--- src/rtl/restart_pkg.sv ---
// Package: constants and types of the fault auto-restart sequencer
package restart_pkg;
  // Retry budget range and default
  localparam logic [3:0]  BUDGET_MAX       = 4'ha;
  localparam logic [3:0]  BUDGET_RESET     = 4'h0;
  // Restart delay in tenths of a second, range and default
  localparam logic [9:0]  DELAY_MAX        = 10'h258;
  localparam logic [9:0]  DELAY_RESET      = 10'h00a;
  // Quiet window after an automatic restart, in tenths of a second
  localparam int          QUIET_TENTHS     = 300;
  localparam logic [9:0]  QUIET_COUNT      = 10'(QUIET_TENTHS);
  // Clock rate and the tenth-second tick derived from it
  localparam int          CLK_HZ           = 125_000_000;
  localparam int          TENTH_MS         = 100;
  localparam int          TENTH_CYCLES     = CLK_HZ / 1000 * TENTH_MS;
  // Excluded trip causes, bit positions in the cause vector
  localparam int          CAUSE_W          = 4;
  localparam int          CAUSE_UNDERVOLT  = 0;
  localparam int          CAUSE_ESTOP      = 1;
  localparam int          CAUSE_OVERHEAT   = 2;
  localparam int          CAUSE_SELFDIAG   = 3;
  // Flying start settings field width
  localparam int          FLY_W            = 4;
  // Sequencer states
  typedef enum logic [2:0] {
    ST_RUN     = 3'b000,
    ST_TRIPPED = 3'b001,
    ST_WAIT    = 3'b010,
    ST_LOCKED  = 3'b011
  } seq_state_type;
endpackage

--- src/rtl/tick_divider.sv ---
// Divider that gives a one-cycle enable every PERIOD clocks
`timescale 1ns/1ps
module tick_divider #(
  parameter int PERIOD = 12_500_000
) (
  // Clock and reset
  input  wire logic clk,
  input  wire logic nrst,
  // Enable pulse
  output logic      tick
);
  localparam int CW = $clog2(PERIOD);
  localparam logic [CW-1:0] LAST = CW'(PERIOD - 1);
  logic [CW-1:0] count;
  wire           wrap = (count == LAST);

  // Free-running count; tick marks the wrap
  always_ff @(posedge clk or negedge nrst) begin
    if (!nrst) begin
      count <= '0;
      tick  <= 1'b0;
    end else begin
      count <= wrap ? '0 : count + 1'b1;
      tick  <= wrap;
    end
  end
endmodule // tick_divider

--- src/rtl/fault_auto_restart_sequencer.sv ---
// Fault auto-restart sequencer of a motor drive
// Functional notes
// - Retry budget setting 0..10, default 0 meaning no automatic restarts.
// - Restart delay 0.0..60.0 s in tenths, default 1.0 s.
// - After a trip, a run command then starts restart after the delay.
// - Each automatic restart decrements remaining retries; none when zero.
// - Manual reset from terminal or keypad reloads remaining retries.
// - No trip within 30 s after restart reloads remaining retries.
// - Undervoltage, emergency stop, overheat, self-diagnosis trips while running never restart; ignored while tripped or waiting.
// - Restart begins acceleration using the flying start settings.
`timescale 1ns/1ps
module fault_auto_restart_sequencer
  import restart_pkg::*;
#(
  parameter int TICK_CYCLES = restart_pkg::TENTH_CYCLES
) (
  // Clock and reset
  input  wire logic                        clk,
  input  wire logic                        nrst,
  // Settings
  input  wire logic                        settings_load,
  input  wire logic [3:0]                  retry_budget_setting,
  input  wire logic [9:0]                  restart_delay_setting,
  input  wire logic [restart_pkg::FLY_W-1:0] flying_start_settings,
  // Drive events
  input  wire logic                        trip,
  input  wire logic [restart_pkg::CAUSE_W-1:0] trip_cause,
  input  wire logic                        run_cmd,
  // Manual reset sources
  input  wire logic                        terminal_reset,
  input  wire logic                        keypad_stop_reset,
  // Outputs to the drive
  output logic                             output_enable,
  output logic                             restart_pulse,
  output logic [restart_pkg::FLY_W-1:0]    restart_accel_mode,
  output logic                             trip_latched,
  output logic [3:0]                       retries_left
);
  import restart_pkg::*;

  // ----------------------------------------------------------------
  // Settings
  // ----------------------------------------------------------------
  logic [3:0] budget;
  logic [9:0] delay_set;
  wire        budget_ok = (retry_budget_setting <= BUDGET_MAX);
  wire        delay_ok  = (restart_delay_setting <= DELAY_MAX);

  // Out-of-range writes are ignored so a bad value never runs the motor
  always_ff @(posedge clk or negedge nrst) begin
    if (!nrst) begin
      budget    <= BUDGET_RESET;
      delay_set <= DELAY_RESET;
    end else if (settings_load) begin
      if (budget_ok) budget <= retry_budget_setting;
      if (delay_ok) delay_set <= restart_delay_setting;
    end
  end

  // ----------------------------------------------------------------
  // Tenth-second timebase
  // ----------------------------------------------------------------
  logic tick;
  tick_divider #(.PERIOD(TICK_CYCLES)) u_tick (
    .clk  (clk),
    .nrst (nrst),
    .tick (tick)
  );

  // ----------------------------------------------------------------
  // Decode
  // ----------------------------------------------------------------
  seq_state_type state;
  seq_state_type next_state;
  logic [9:0]    timer;
  logic [9:0]    quiet;
  logic          quiet_run;
  logic          run_seen;

  wire manual_reset = terminal_reset | keypad_stop_reset;
  wire excluded     = trip_cause[CAUSE_UNDERVOLT] |
                      trip_cause[CAUSE_ESTOP]     |
                      trip_cause[CAUSE_OVERHEAT]  |
                      trip_cause[CAUSE_SELFDIAG];
  wire exhausted    = (retries_left == 4'h0);
  wire delay_done   = (timer >= delay_set);
  // A manual reset in the same cycle wins: no restart pulse or decrement, but the sequencer still goes to run
  wire fire         = (state == ST_WAIT) && delay_done &&
                      !manual_reset;
  wire quiet_done   = quiet_run && tick && (quiet == QUIET_COUNT - 10'h001);
  wire trip_in_run  = (state == ST_RUN) && trip;

  // ----------------------------------------------------------------
  // Sequencer
  // ----------------------------------------------------------------
  // A trip while waiting keeps waiting on the same retry decision
  always_comb begin
    next_state = state;
    case (state)
      ST_RUN: begin
        if (trip) begin
          if (excluded || exhausted) next_state = ST_LOCKED;
          else next_state = ST_TRIPPED;
        end
      end
      ST_TRIPPED: begin
        if (manual_reset) next_state = ST_RUN;
        else if (run_seen) next_state = ST_WAIT;
      end
      ST_WAIT: begin
        if (manual_reset) next_state = ST_RUN;
        else if (delay_done) next_state = ST_RUN;
      end
      ST_LOCKED: begin
        if (manual_reset) next_state = ST_RUN;
      end
      default: next_state = ST_LOCKED;
    endcase
  end

  always_ff @(posedge clk or negedge nrst) begin
    if (!nrst) state <= ST_RUN;
    else state <= next_state;
  end

  // Run command is taken on any cycle in the tripped state; a level held at trip is taken too
  always_ff @(posedge clk or negedge nrst) begin
    if (!nrst) run_seen <= 1'b0;
    else if (state != ST_TRIPPED) run_seen <= 1'b0;
    else if (run_cmd) run_seen <= 1'b1;
  end

  // Delay timer counts tenths while waiting
  always_ff @(posedge clk or negedge nrst) begin
    if (!nrst) timer <= 10'h000;
    else if (state != ST_WAIT) timer <= 10'h000;
    else if (tick && !delay_done) timer <= timer + 10'h001;
  end

  // ----------------------------------------------------------------
  // Retry counter and quiet window
  // ----------------------------------------------------------------
  // Reset and quiet reload beat the decrement; a trip stops the window
  always_ff @(posedge clk or negedge nrst) begin
    if (!nrst) begin
      retries_left <= BUDGET_RESET;
      quiet_run    <= 1'b0;
      quiet        <= 10'h000;
    end else begin
      if (manual_reset) retries_left <= budget;
      else if (quiet_done) retries_left <= budget;
      else if (fire) retries_left <= retries_left - 4'h1;
      if (fire) begin
        quiet_run <= 1'b1;
        quiet     <= 10'h000;
      end else if (trip_in_run || quiet_done || manual_reset) begin
        quiet_run <= 1'b0;
      end else if (quiet_run && tick) begin
        quiet <= quiet + 10'h001;
      end
    end
  end

  // ----------------------------------------------------------------
  // Outputs
  // ----------------------------------------------------------------
  always_ff @(posedge clk or negedge nrst) begin
    if (!nrst) begin
      output_enable      <= 1'b1;
      restart_pulse      <= 1'b0;
      restart_accel_mode <= '0;
      trip_latched       <= 1'b0;
    end else begin
      output_enable <= (next_state == ST_RUN);
      restart_pulse <= fire;
      if (fire) restart_accel_mode <= flying_start_settings;
      trip_latched  <= (next_state == ST_LOCKED);
    end
  end
endmodule // fault_auto_restart_sequencer

--- config.mk ---
export PLATFORM = sky130hd
export DESIGN_NAME = fault_auto_restart_sequencer
export DESIGN_NICKNAME = d
export VERILOG_FILES = /design/src/rtl/restart_pkg.sv /design/src/rtl/tick_divider.sv /design/src/rtl/fault_auto_restart_sequencer.sv
export SDC_FILE = /design/constraint.sdc
export NUM_CORES = 1
export LEC_CHECK = 0
export ABC_AREA = 1
export ABC_CLOCK_PERIOD_IN_PS = 1800
export BUFFER_PORTS_ARGS = -buffer_cell sky130_fd_sc_hd__buf_2
export CAP_MARGIN = 20
export CORE_MARGIN = 2
export CORE_UTILIZATION = 54
export CTS_CLUSTER_DIAMETER = 200
export DETAILED_ROUTE_END_ITERATION = 16
export PLACE_DENSITY_LB_ADDON = 0.12
export REMOVE_ABC_BUFFERS = 1
export SETUP_SLACK_MARGIN = 0.3
export SLEW_MARGIN = 40
export SYNTH_ARGS = -nofsm -noshare
export SYNTH_HDL_FRONTEND = slang
export SYNTH_SLANG_ARGS = --single-unit
--- constraint.sdc ---
create_clock -name clk -period 1.8 [get_ports clk]
set_input_delay 0 -clock clk [delete_from_list [all_inputs] [get_ports clk]]
set_output_delay 0 -clock clk [all_outputs]
set_load 0.1 [all_outputs]
==> flow_metrics.tcl, run 1 <==
set metrics [dict create \
    run_status "complete, but fails checks" \
    failed_checks "setup timing" \
    flip_flop_and_latch_count_after_synthesis 75 \
    drt-total-wl_mm 10.8 \
    totalPowerFinal_mw 3.78 \
    p_sw_share_pct 30.8 \
    die_width_um 93.8 \
    max_freq_ghz 0.554 \
    share_clk_of_total_power_pct 35.4 \
    synth_largest_type_area_fraction_pct 41.4 \
    slew_viol_final 0 \
    first_global_vias 3781 \
    pre_cts_slack_ps -91.6 \
    setup.worst_path.start_class "flop" \
    syn_to_final_growth_pct 34.7 \
    number_of_buffers_inserted_during_clock_tree_synthesis 9 \
    vias 4032 \
    grt_max_degree 47 \
    fin_cells 766 \
    power.share.sequential_pct 48.1 \
    nFillCells 547 \
    maxSlewHeadroom_pct 65.8 \
    power_switching_mw 1.16 \
    ys_top_cells_by_count "151 x sky130_fd_sc_hd__nand2_1, 72 x sky130_fd_sc_hd__dfrtp_1, 69 x sky130_fd_sc_hd__inv_1" \
    crit_required_ps 2050 \
    leakage_nw 2.85 \
    antenna_violating_nets_post_route 0 \
    die_height_um 93.8 \
    avgViaCountPerCell 5.26 \
    first_pass_iters 4 \
    wl_per_cell_um 14.1 \
    count_of_pins_on_the_block_boundary 40 \
    synth_edf_count 0 \
    finalHoldWorstSlack_ps 45.7 \
    core_area_mm2 0.00777 \
    vdd_drop_max_uv 409 \
    highest-signal-layer "met4" \
    ys_seq_area_share_pct 43.2 \
    critical_path_peak_fanout 8 \
    synth-async-reset-ratio_pct 100 \
    global_route.usage.total_pct 24.3 \
    rsz0062_at_grt "true" \
    layout.core_utilization_pct 75.5 \
    drive_gt1_share_pct 31.6 \
    synth_flop_cell "sky130_fd_sc_hd__dfrtp_1" \
    power-per-cell-area_mw_per_mm2 644 \
    dpl.cell_count 707 \
    clock_skew_ps 11.5 \
    pwr-share-comb_pct 16.5 \
    postLayoutSetupSlackWorst_ps -6.68 \
    synth_cell_types 43 \
    min-delay-path-class "primary input to flop" \
    cts_h_tree_lvls 3 \
    synth.most_common_cell "sky130_fd_sc_hd__nand2_1" \
    antenna_violations_before_repair 0 \
    dpl.hpwl_mm 6.68 \
    met3_wirelength_um 339 \
    route.layer.met1.wl_mm 4.84 \
    hold_viol 0 \
    postSynthCellCount 553 \
    clkTransAtPathRegs_ps 90 \
    cts_tree "yes" \
    p_int_mw 2.61 \
    portBuffers 39 \
    cts_root_buffer "sky130_fd_sc_hd__clkbuf_8" \
    yosys_warnings 0 \
    ys_top_cells_by_area "sky130_fd_sc_hd__dfrtp_1 41%, sky130_fd_sc_hd__nand2_1 13%, sky130_fd_sc_hd__inv_1 5.9%, sky130_fd_sc_hd__nor2_1 5.2%, sky130_fd_sc_hd__nand3_1 4.3%" \
    setup_violations 2 \
    dr_wl_met2_mm 5.39 \
    diodes 0 \
    finalCriticalPeriod_ps 1810 \
    criticalPathCategory "flop to flop" \
    initial_utilization_pct 56.0 \
    drc 0 \
    die-area_mm2 0.00879 \
    postSynthAreaPerCell_um2 7.87 \
    grt_first_pass_wirelength_mm 17.1 \
    worst_setup_path_end_kind "flop" \
    yosysTopAreaCell "sky130_fd_sc_hd__dfrtp_1" \
    final_cell_area_mm2 0.00586 \
    drt_first_iter_violations 188 \
    worst-slew-pin-transition_ps 513 \
    syn-cell-area_mm2 0.00435 \
    place.gp.congestion 0.874 \
    layout_worst_path_cycle_share_pct 100 \
    final_nets 702 \
    worstPathArrival_ps 2050 \
    cts_max_path_buffers 2 \
    fin_tns_setup_ps -7.23 \
    cts.sink_count 75 \
    maxCapViolCount 0 \
    clock_latency_ps 360 \
    grt_total_ovfl 0 \
    detailed_place.area_mm2 0.00482 \
    row_count 32 \
]
-- flip-flops by register name, indices dropped and copies added (netlist names) --
name and flops:
state 3, quiet_run 1, timer 10, restart_accel_mode 4, output_enable 1, u_tick.tick 1, budget 4, delay_set 10
trip_latched 1, quiet 10, retries_left 4, restart_pulse 1, u_tick.count 24, run_seen 1
-- logic make-up (layout without fill, tap and decap cells) --
logic type,count (synthesis),count (layout),synth area share [%]
other,1,1,0.0861
and+or+nand+nor,322,325,35.4
muxes,2,2,0.517
DFF,75,75,43.2
adders and majority gates,14,14,4.02
AOI/OAI and AO/OA,37,37,5.06
buffers and inverters,81,189,7.44
xor gates and xnor gates,21,21,4.23
-- critical path, stage by stage (launching register included) --
cell and delay [ps]:
sky130_fd_sc_hd__dfstp_2 540, sky130_fd_sc_hd__inv_2 40, sky130_fd_sc_hd__ha_4 270, sky130_fd_sc_hd__nand2_2 50, sky130_fd_sc_hd__nor2_2 110, sky130_fd_sc_hd__nand3_2 80
sky130_fd_sc_hd__nand3_4 140, sky130_fd_sc_hd__nand3_4 130, sky130_fd_sc_hd__buf_12 200, sky130_fd_sc_hd__o211ai_1 70, sky130_fd_sc_hd__nand2_1 70
-- placed cells by master, fill, tap and decap left out, types with 17 or more instances in the layout --
cell type	instances
sky130_fd_sc_hd__nand2_1	126
sky130_fd_sc_hd__dfrtp_1	71
sky130_fd_sc_hd__inv_1	63
sky130_fd_sc_hd__nor2_1	50
sky130_fd_sc_hd__buf_2	38
sky130_fd_sc_hd__nand3_1	33
sky130_fd_sc_hd__buf_4	24
sky130_fd_sc_hd__dlygate4sd3_1	21
sky130_fd_sc_hd__nand4_1	17
sky130_fd_sc_hd__xor2_1	17
-- repair_timing --
item | in CTS | in global routing
pin swaps | 27 | 25
gates cloned | 4 | 0
hold buffers | 21 | 0
setup buffers | 5 | 13
resized for setup | 40 | 79
endpoints found under the setup margin | 45 | 59
endpoints found under the hold margin | 91 | 0
-- layout make-up --
| cell class | instances | area [µm²] | area share [%] |
|---|---|---|---|
| Timing Repair Buffer | 98 | 792 | 13.5 |
| Multi-Input combinational cell | 400 | 2560 | 43.7 |
| Tap cell | 102 | 128 | 2.18 |
| Sequential cell | 75 | 1880 | 32.1 |
| Clock buffer | 9 | 124 | 2.11 |
| Clock inverter | 7 | 76.3 | 1.30 |
| Inverter | 75 | 299 | 5.10 |
-- final timing paths --
kind	start	cells after the start	slack, ps	endpoint
min	terminal_reset	4	50	trip_latched
max reg2reg	delay_set[3]	10	-7	quiet[9]
min reg2reg	delay_set[6]	2	470	delay_set[6]
max	delay_set[3]	10	-7	quiet[9]
max in group asynchronous	nrst	3	1040	delay_set[1]
min in group asynchronous	nrst	2	110	run_seen
-- per-layer routing --
metal	vias up	track usage, %
met3	19	2.89
met2	94	39.1
li1	1992	-
met5	-	0
met1	1927	33.6
met4	0	9.42
-- power by group through the flow --
stage                     logic, mW  clock network, mW  registers, mW
after global placement        0.513                  0           1.84
final                         0.622               1.34           1.82
after floorplan               0.202                  0           2.00
after CTS                     0.587               1.34           1.81
after global routing          0.688               1.43           1.83
after detailed placement      0.524                  0           1.84
No activity file was read; power rests on OpenSTA's default activity.
==> run 2: changes to the inputs <==
--- a/config.mk
+++ b/config.mk
@@ -5,18 +5,16 @@
 export SDC_FILE = /design/constraint.sdc
 export NUM_CORES = 1
 export LEC_CHECK = 0
-export ABC_AREA = 1
-export ABC_CLOCK_PERIOD_IN_PS = 1800
+export ABC_CLOCK_PERIOD_IN_PS = 2150
 export BUFFER_PORTS_ARGS = -buffer_cell sky130_fd_sc_hd__buf_2
 export CAP_MARGIN = 20
 export CORE_MARGIN = 2
-export CORE_UTILIZATION = 54
+export CORE_UTILIZATION = 55
 export CTS_CLUSTER_DIAMETER = 200
 export DETAILED_ROUTE_END_ITERATION = 16
 export PLACE_DENSITY_LB_ADDON = 0.12
 export REMOVE_ABC_BUFFERS = 1
 export SETUP_SLACK_MARGIN = 0.3
-export SLEW_MARGIN = 40
 export SYNTH_ARGS = -nofsm -noshare
 export SYNTH_HDL_FRONTEND = slang
 export SYNTH_SLANG_ARGS = --single-unit
==> constraint.sdc (replaced) <==
create_clock -name clk -period 2.15 [get_ports clk]
set_input_delay 0 -clock clk [delete_from_list [all_inputs] [get_ports clk]]
set_output_delay 0 -clock clk [all_outputs]
set_load 0.1 [all_outputs]
==> run 2 against run 1 <==
Effect of this change: the flow still finishes with violations (setup timing); largest cell class unchanged; sequential cell count stayed put; sequential share of layout area is 6.7 points higher; critical endpoint is now retries_left[1]; largest power group unchanged; non-clock buffer count is 7 lower; utilization hardly changed.
==> flow_metrics.tcl, run 2 <==
set metrics [dict create \
    die-area_mm2 0.00741 \
    ys_top_cells_by_count "72 x sky130_fd_sc_hd__dfrtp_1, 37 x sky130_fd_sc_hd__nor2_1, 23 x sky130_fd_sc_hd__nand2_1" \
    largest_reg_flops 24 \
    synth_largest_type_area_fraction_pct 48.6 \
    layout.cells.most_common_list "72 x sky130_fd_sc_hd__dfrtp_1, 38 x sky130_fd_sc_hd__buf_2, 37 x sky130_fd_sc_hd__nor2_1" \
    min-delay-path-class "primary input to flop" \
    die_width_um 86.1 \
    number_of_buffers_inserted_during_clock_tree_synthesis 9 \
    finalHoldWorstSlack_ps 137 \
    critPathMaxStageDelay_ps 540 \
    syn_to_final_growth_pct 31.0 \
    multi_input_area_mm2 0.00190 \
    count_of_pins_on_the_block_boundary 40 \
    rsz0062_at_grt "true" \
    worst-slew-pin-transition_ps 925 \
    clock_skew_ps 9.26 \
    criticalPathCategory "flop to flop" \
    worstPathArrival_ps 2520 \
    grt_total_ovfl 0 \
    synth_cell_types 50 \
    max_flop_register "u_tick.count" \
    cts_h_tree_lvls 3 \
    crit_required_ps 2420 \
    antenna_violations_before_repair 0 \
    flip_flop_and_latch_count_after_synthesis 75 \
    row_count 29 \
    setup.worst_path.start_class "flop" \
    finalCriticalPeriod_ps 2250 \
    die_height_um 86.1 \
    crit_chain "inv_2 > ha_4 > nand2_2 > o41a_4 > and2_4 > or4_1 > o211ai_1" \
    ys_seq_area_share_pct 50.8 \
    clock_latency_ps 360 \
    vdd_drop_max_uv 535 \
    drc 0 \
    yosysTopAreaCell "sky130_fd_sc_hd__dfrtp_1" \
    fin_cells 536 \
    maxCapViolCount 0 \
    portBuffers 39 \
    wl_per_cell_um 15.1 \
    antenna_violating_nets_post_route 0 \
    cts_root_buffer "sky130_fd_sc_hd__clkbuf_8" \
    syn-cell-area_mm2 0.00370 \
    nFillCells 433 \
    final_nets 497 \
    run_status "complete, but fails checks" \
    layout_worst_path_cycle_share_pct 104 \
    fin_tns_setup_ps -866 \
    leakage_nw 2.28 \
    first_global_vias 2966 \
    drt-total-wl_mm 8.11 \
    core_area_mm2 0.00642 \
    synth_flop_cell "sky130_fd_sc_hd__dfrtp_1" \
    cts_max_path_buffers 2 \
    avgViaCountPerCell 5.54 \
    global_route.usage.total_pct 23.5 \
    grt_first_pass_wirelength_mm 13.5 \
    failed_checks "setup timing" \
    max_freq_ghz 0.445 \
    postLayoutSetupSlackWorst_ps -95.4 \
    cp_slowest_cell "sky130_fd_sc_hd__dfstp_2" \
    final_common_cell "sky130_fd_sc_hd__dfrtp_1" \
    vias 2967 \
    postSynthCellCount 358 \
    postSynthAreaPerCell_um2 10.3 \
    initial_utilization_pct 57.7 \
    ys_top_cells_by_area "sky130_fd_sc_hd__dfrtp_1 49%, sky130_fd_sc_hd__ha_1 4.7%, sky130_fd_sc_hd__xnor2_1 3.8%, sky130_fd_sc_hd__nor2_1 3.8%, sky130_fd_sc_hd__xor2_1 3.5%" \
    yosys_warnings 0 \
    power-per-cell-area_mw_per_mm2 662 \
    hold_viol 0 \
    cts_tree "yes" \
    maxSlewHeadroom_pct 38.3 \
    drt_first_iter_violations 89 \
    totalPowerFinal_mw 3.21 \
    diodes 0 \
    worst_setup_path_end_kind "flop" \
    synth.most_common_cell "sky130_fd_sc_hd__dfrtp_1" \
    place.gp.congestion 0.780 \
    cts.sink_count 75 \
    first_pass_iters 4 \
    dpl.cell_count 489 \
    dpl.hpwl_mm 5.17 \
    clkTransAtPathRegs_ps 80 \
    synth-async-reset-ratio_pct 100 \
    synth_edf_count 0 \
    grt_max_degree 76 \
    slew_viol_final 0 \
    critical_path_peak_fanout 3 \
    drive_gt1_share_pct 29.2 \
    area_taken_by_flip_flops_and_latches_mm2 0.00188 \
    setup_violations 20 \
]
-- run 2: kinds of logic after synthesis --
logic type	synth area share, %
flip-flops	50.8
other	0.101
XOR/XNOR	7.33
AND/OR/NAND/NOR	19.9
multiplexers	4.49
AO/OA/AOI/OAI	9.97
adder cells (fa/ha/maj)	4.73
buffers and inverters	2.74
-- run 2: stage by stage --
stage	util [%]	setup WS, ps	area, µm²
floorplan	-	-186	3680
global placement	64.3	-75.3	4130
detailed placement	64.3	-116	4130
CTS	73.2	-92.4	4700
global route	75.5	-159	4850
finish	75.5	-95.4	4850
-- run 2: what timing repair did --
item                                   in CTS  in global routing
pin swaps                                  16                 15
endpoints found under the hold margin      91                  0
resized for setup                          23                 22
hold buffers                               22                  0
setup buffers                               4                  5
setup endpoints to repair                  34                 45
-- run 2: power by group --
group          internal [mW]  switching, mW
Combinational          0.157          0.271
Sequential              1.47         0.0470
Clock                  0.676          0.586
Total                   2.31          0.905
-- run 2: path summary, 6_finish.rpt --
path | startpoint | to | slack [ps] | cells past startpoint
max in group asynchronous | nrst | quiet[8] | 1230 | 2
worst max-delay path | delay_set[3] | retries_left[1] | -100 | 7
worst min register to register | u_tick.count[19] | u_tick.count[19] | 480 | 1
worst min-delay path | keypad_stop_reset | retries_left[0] | 140 | 3
min in group asynchronous | nrst | delay_set[0] | 310 | 2
worst max register to register | delay_set[3] | retries_left[1] | -100 | 7
-- run 2: worst max-delay path, delay by kind of cell (launching register included) --
kind | cells | cell delay [ps]
buffers and inverters | 1 | 40
AND/OR/NAND/NOR | 3 | 710
flip-flops | 1 | 540
AO/OA/AOI/OAI | 2 | 610
adder cells (fa/ha/maj) | 1 | 260
-- run 2: layout make-up --
| type | count | share of cell area [%] |
|---|---|---|
| multi-input combinational | 257 | 39.3 |
| clock inverter | 7 | 2.19 |
| inverter | 20 | 1.55 |
| timing repair buffer | 91 | 13.7 |
| clock buffer | 9 | 2.55 |
| sequential | 75 | 38.8 |
| tap | 77 | 1.99 |
-- run 2: layer usage --
layer  GRT usage (%)  wire [µm]  vias up  share of wire, %
li1                -          -     1461                 -
met1            30.3       3650     1454                45
met2            38.1       4060       38                50
met3            6.06        242       14               3.0
met4            9.38        150        0               1.9
met5               0          0        -                 0
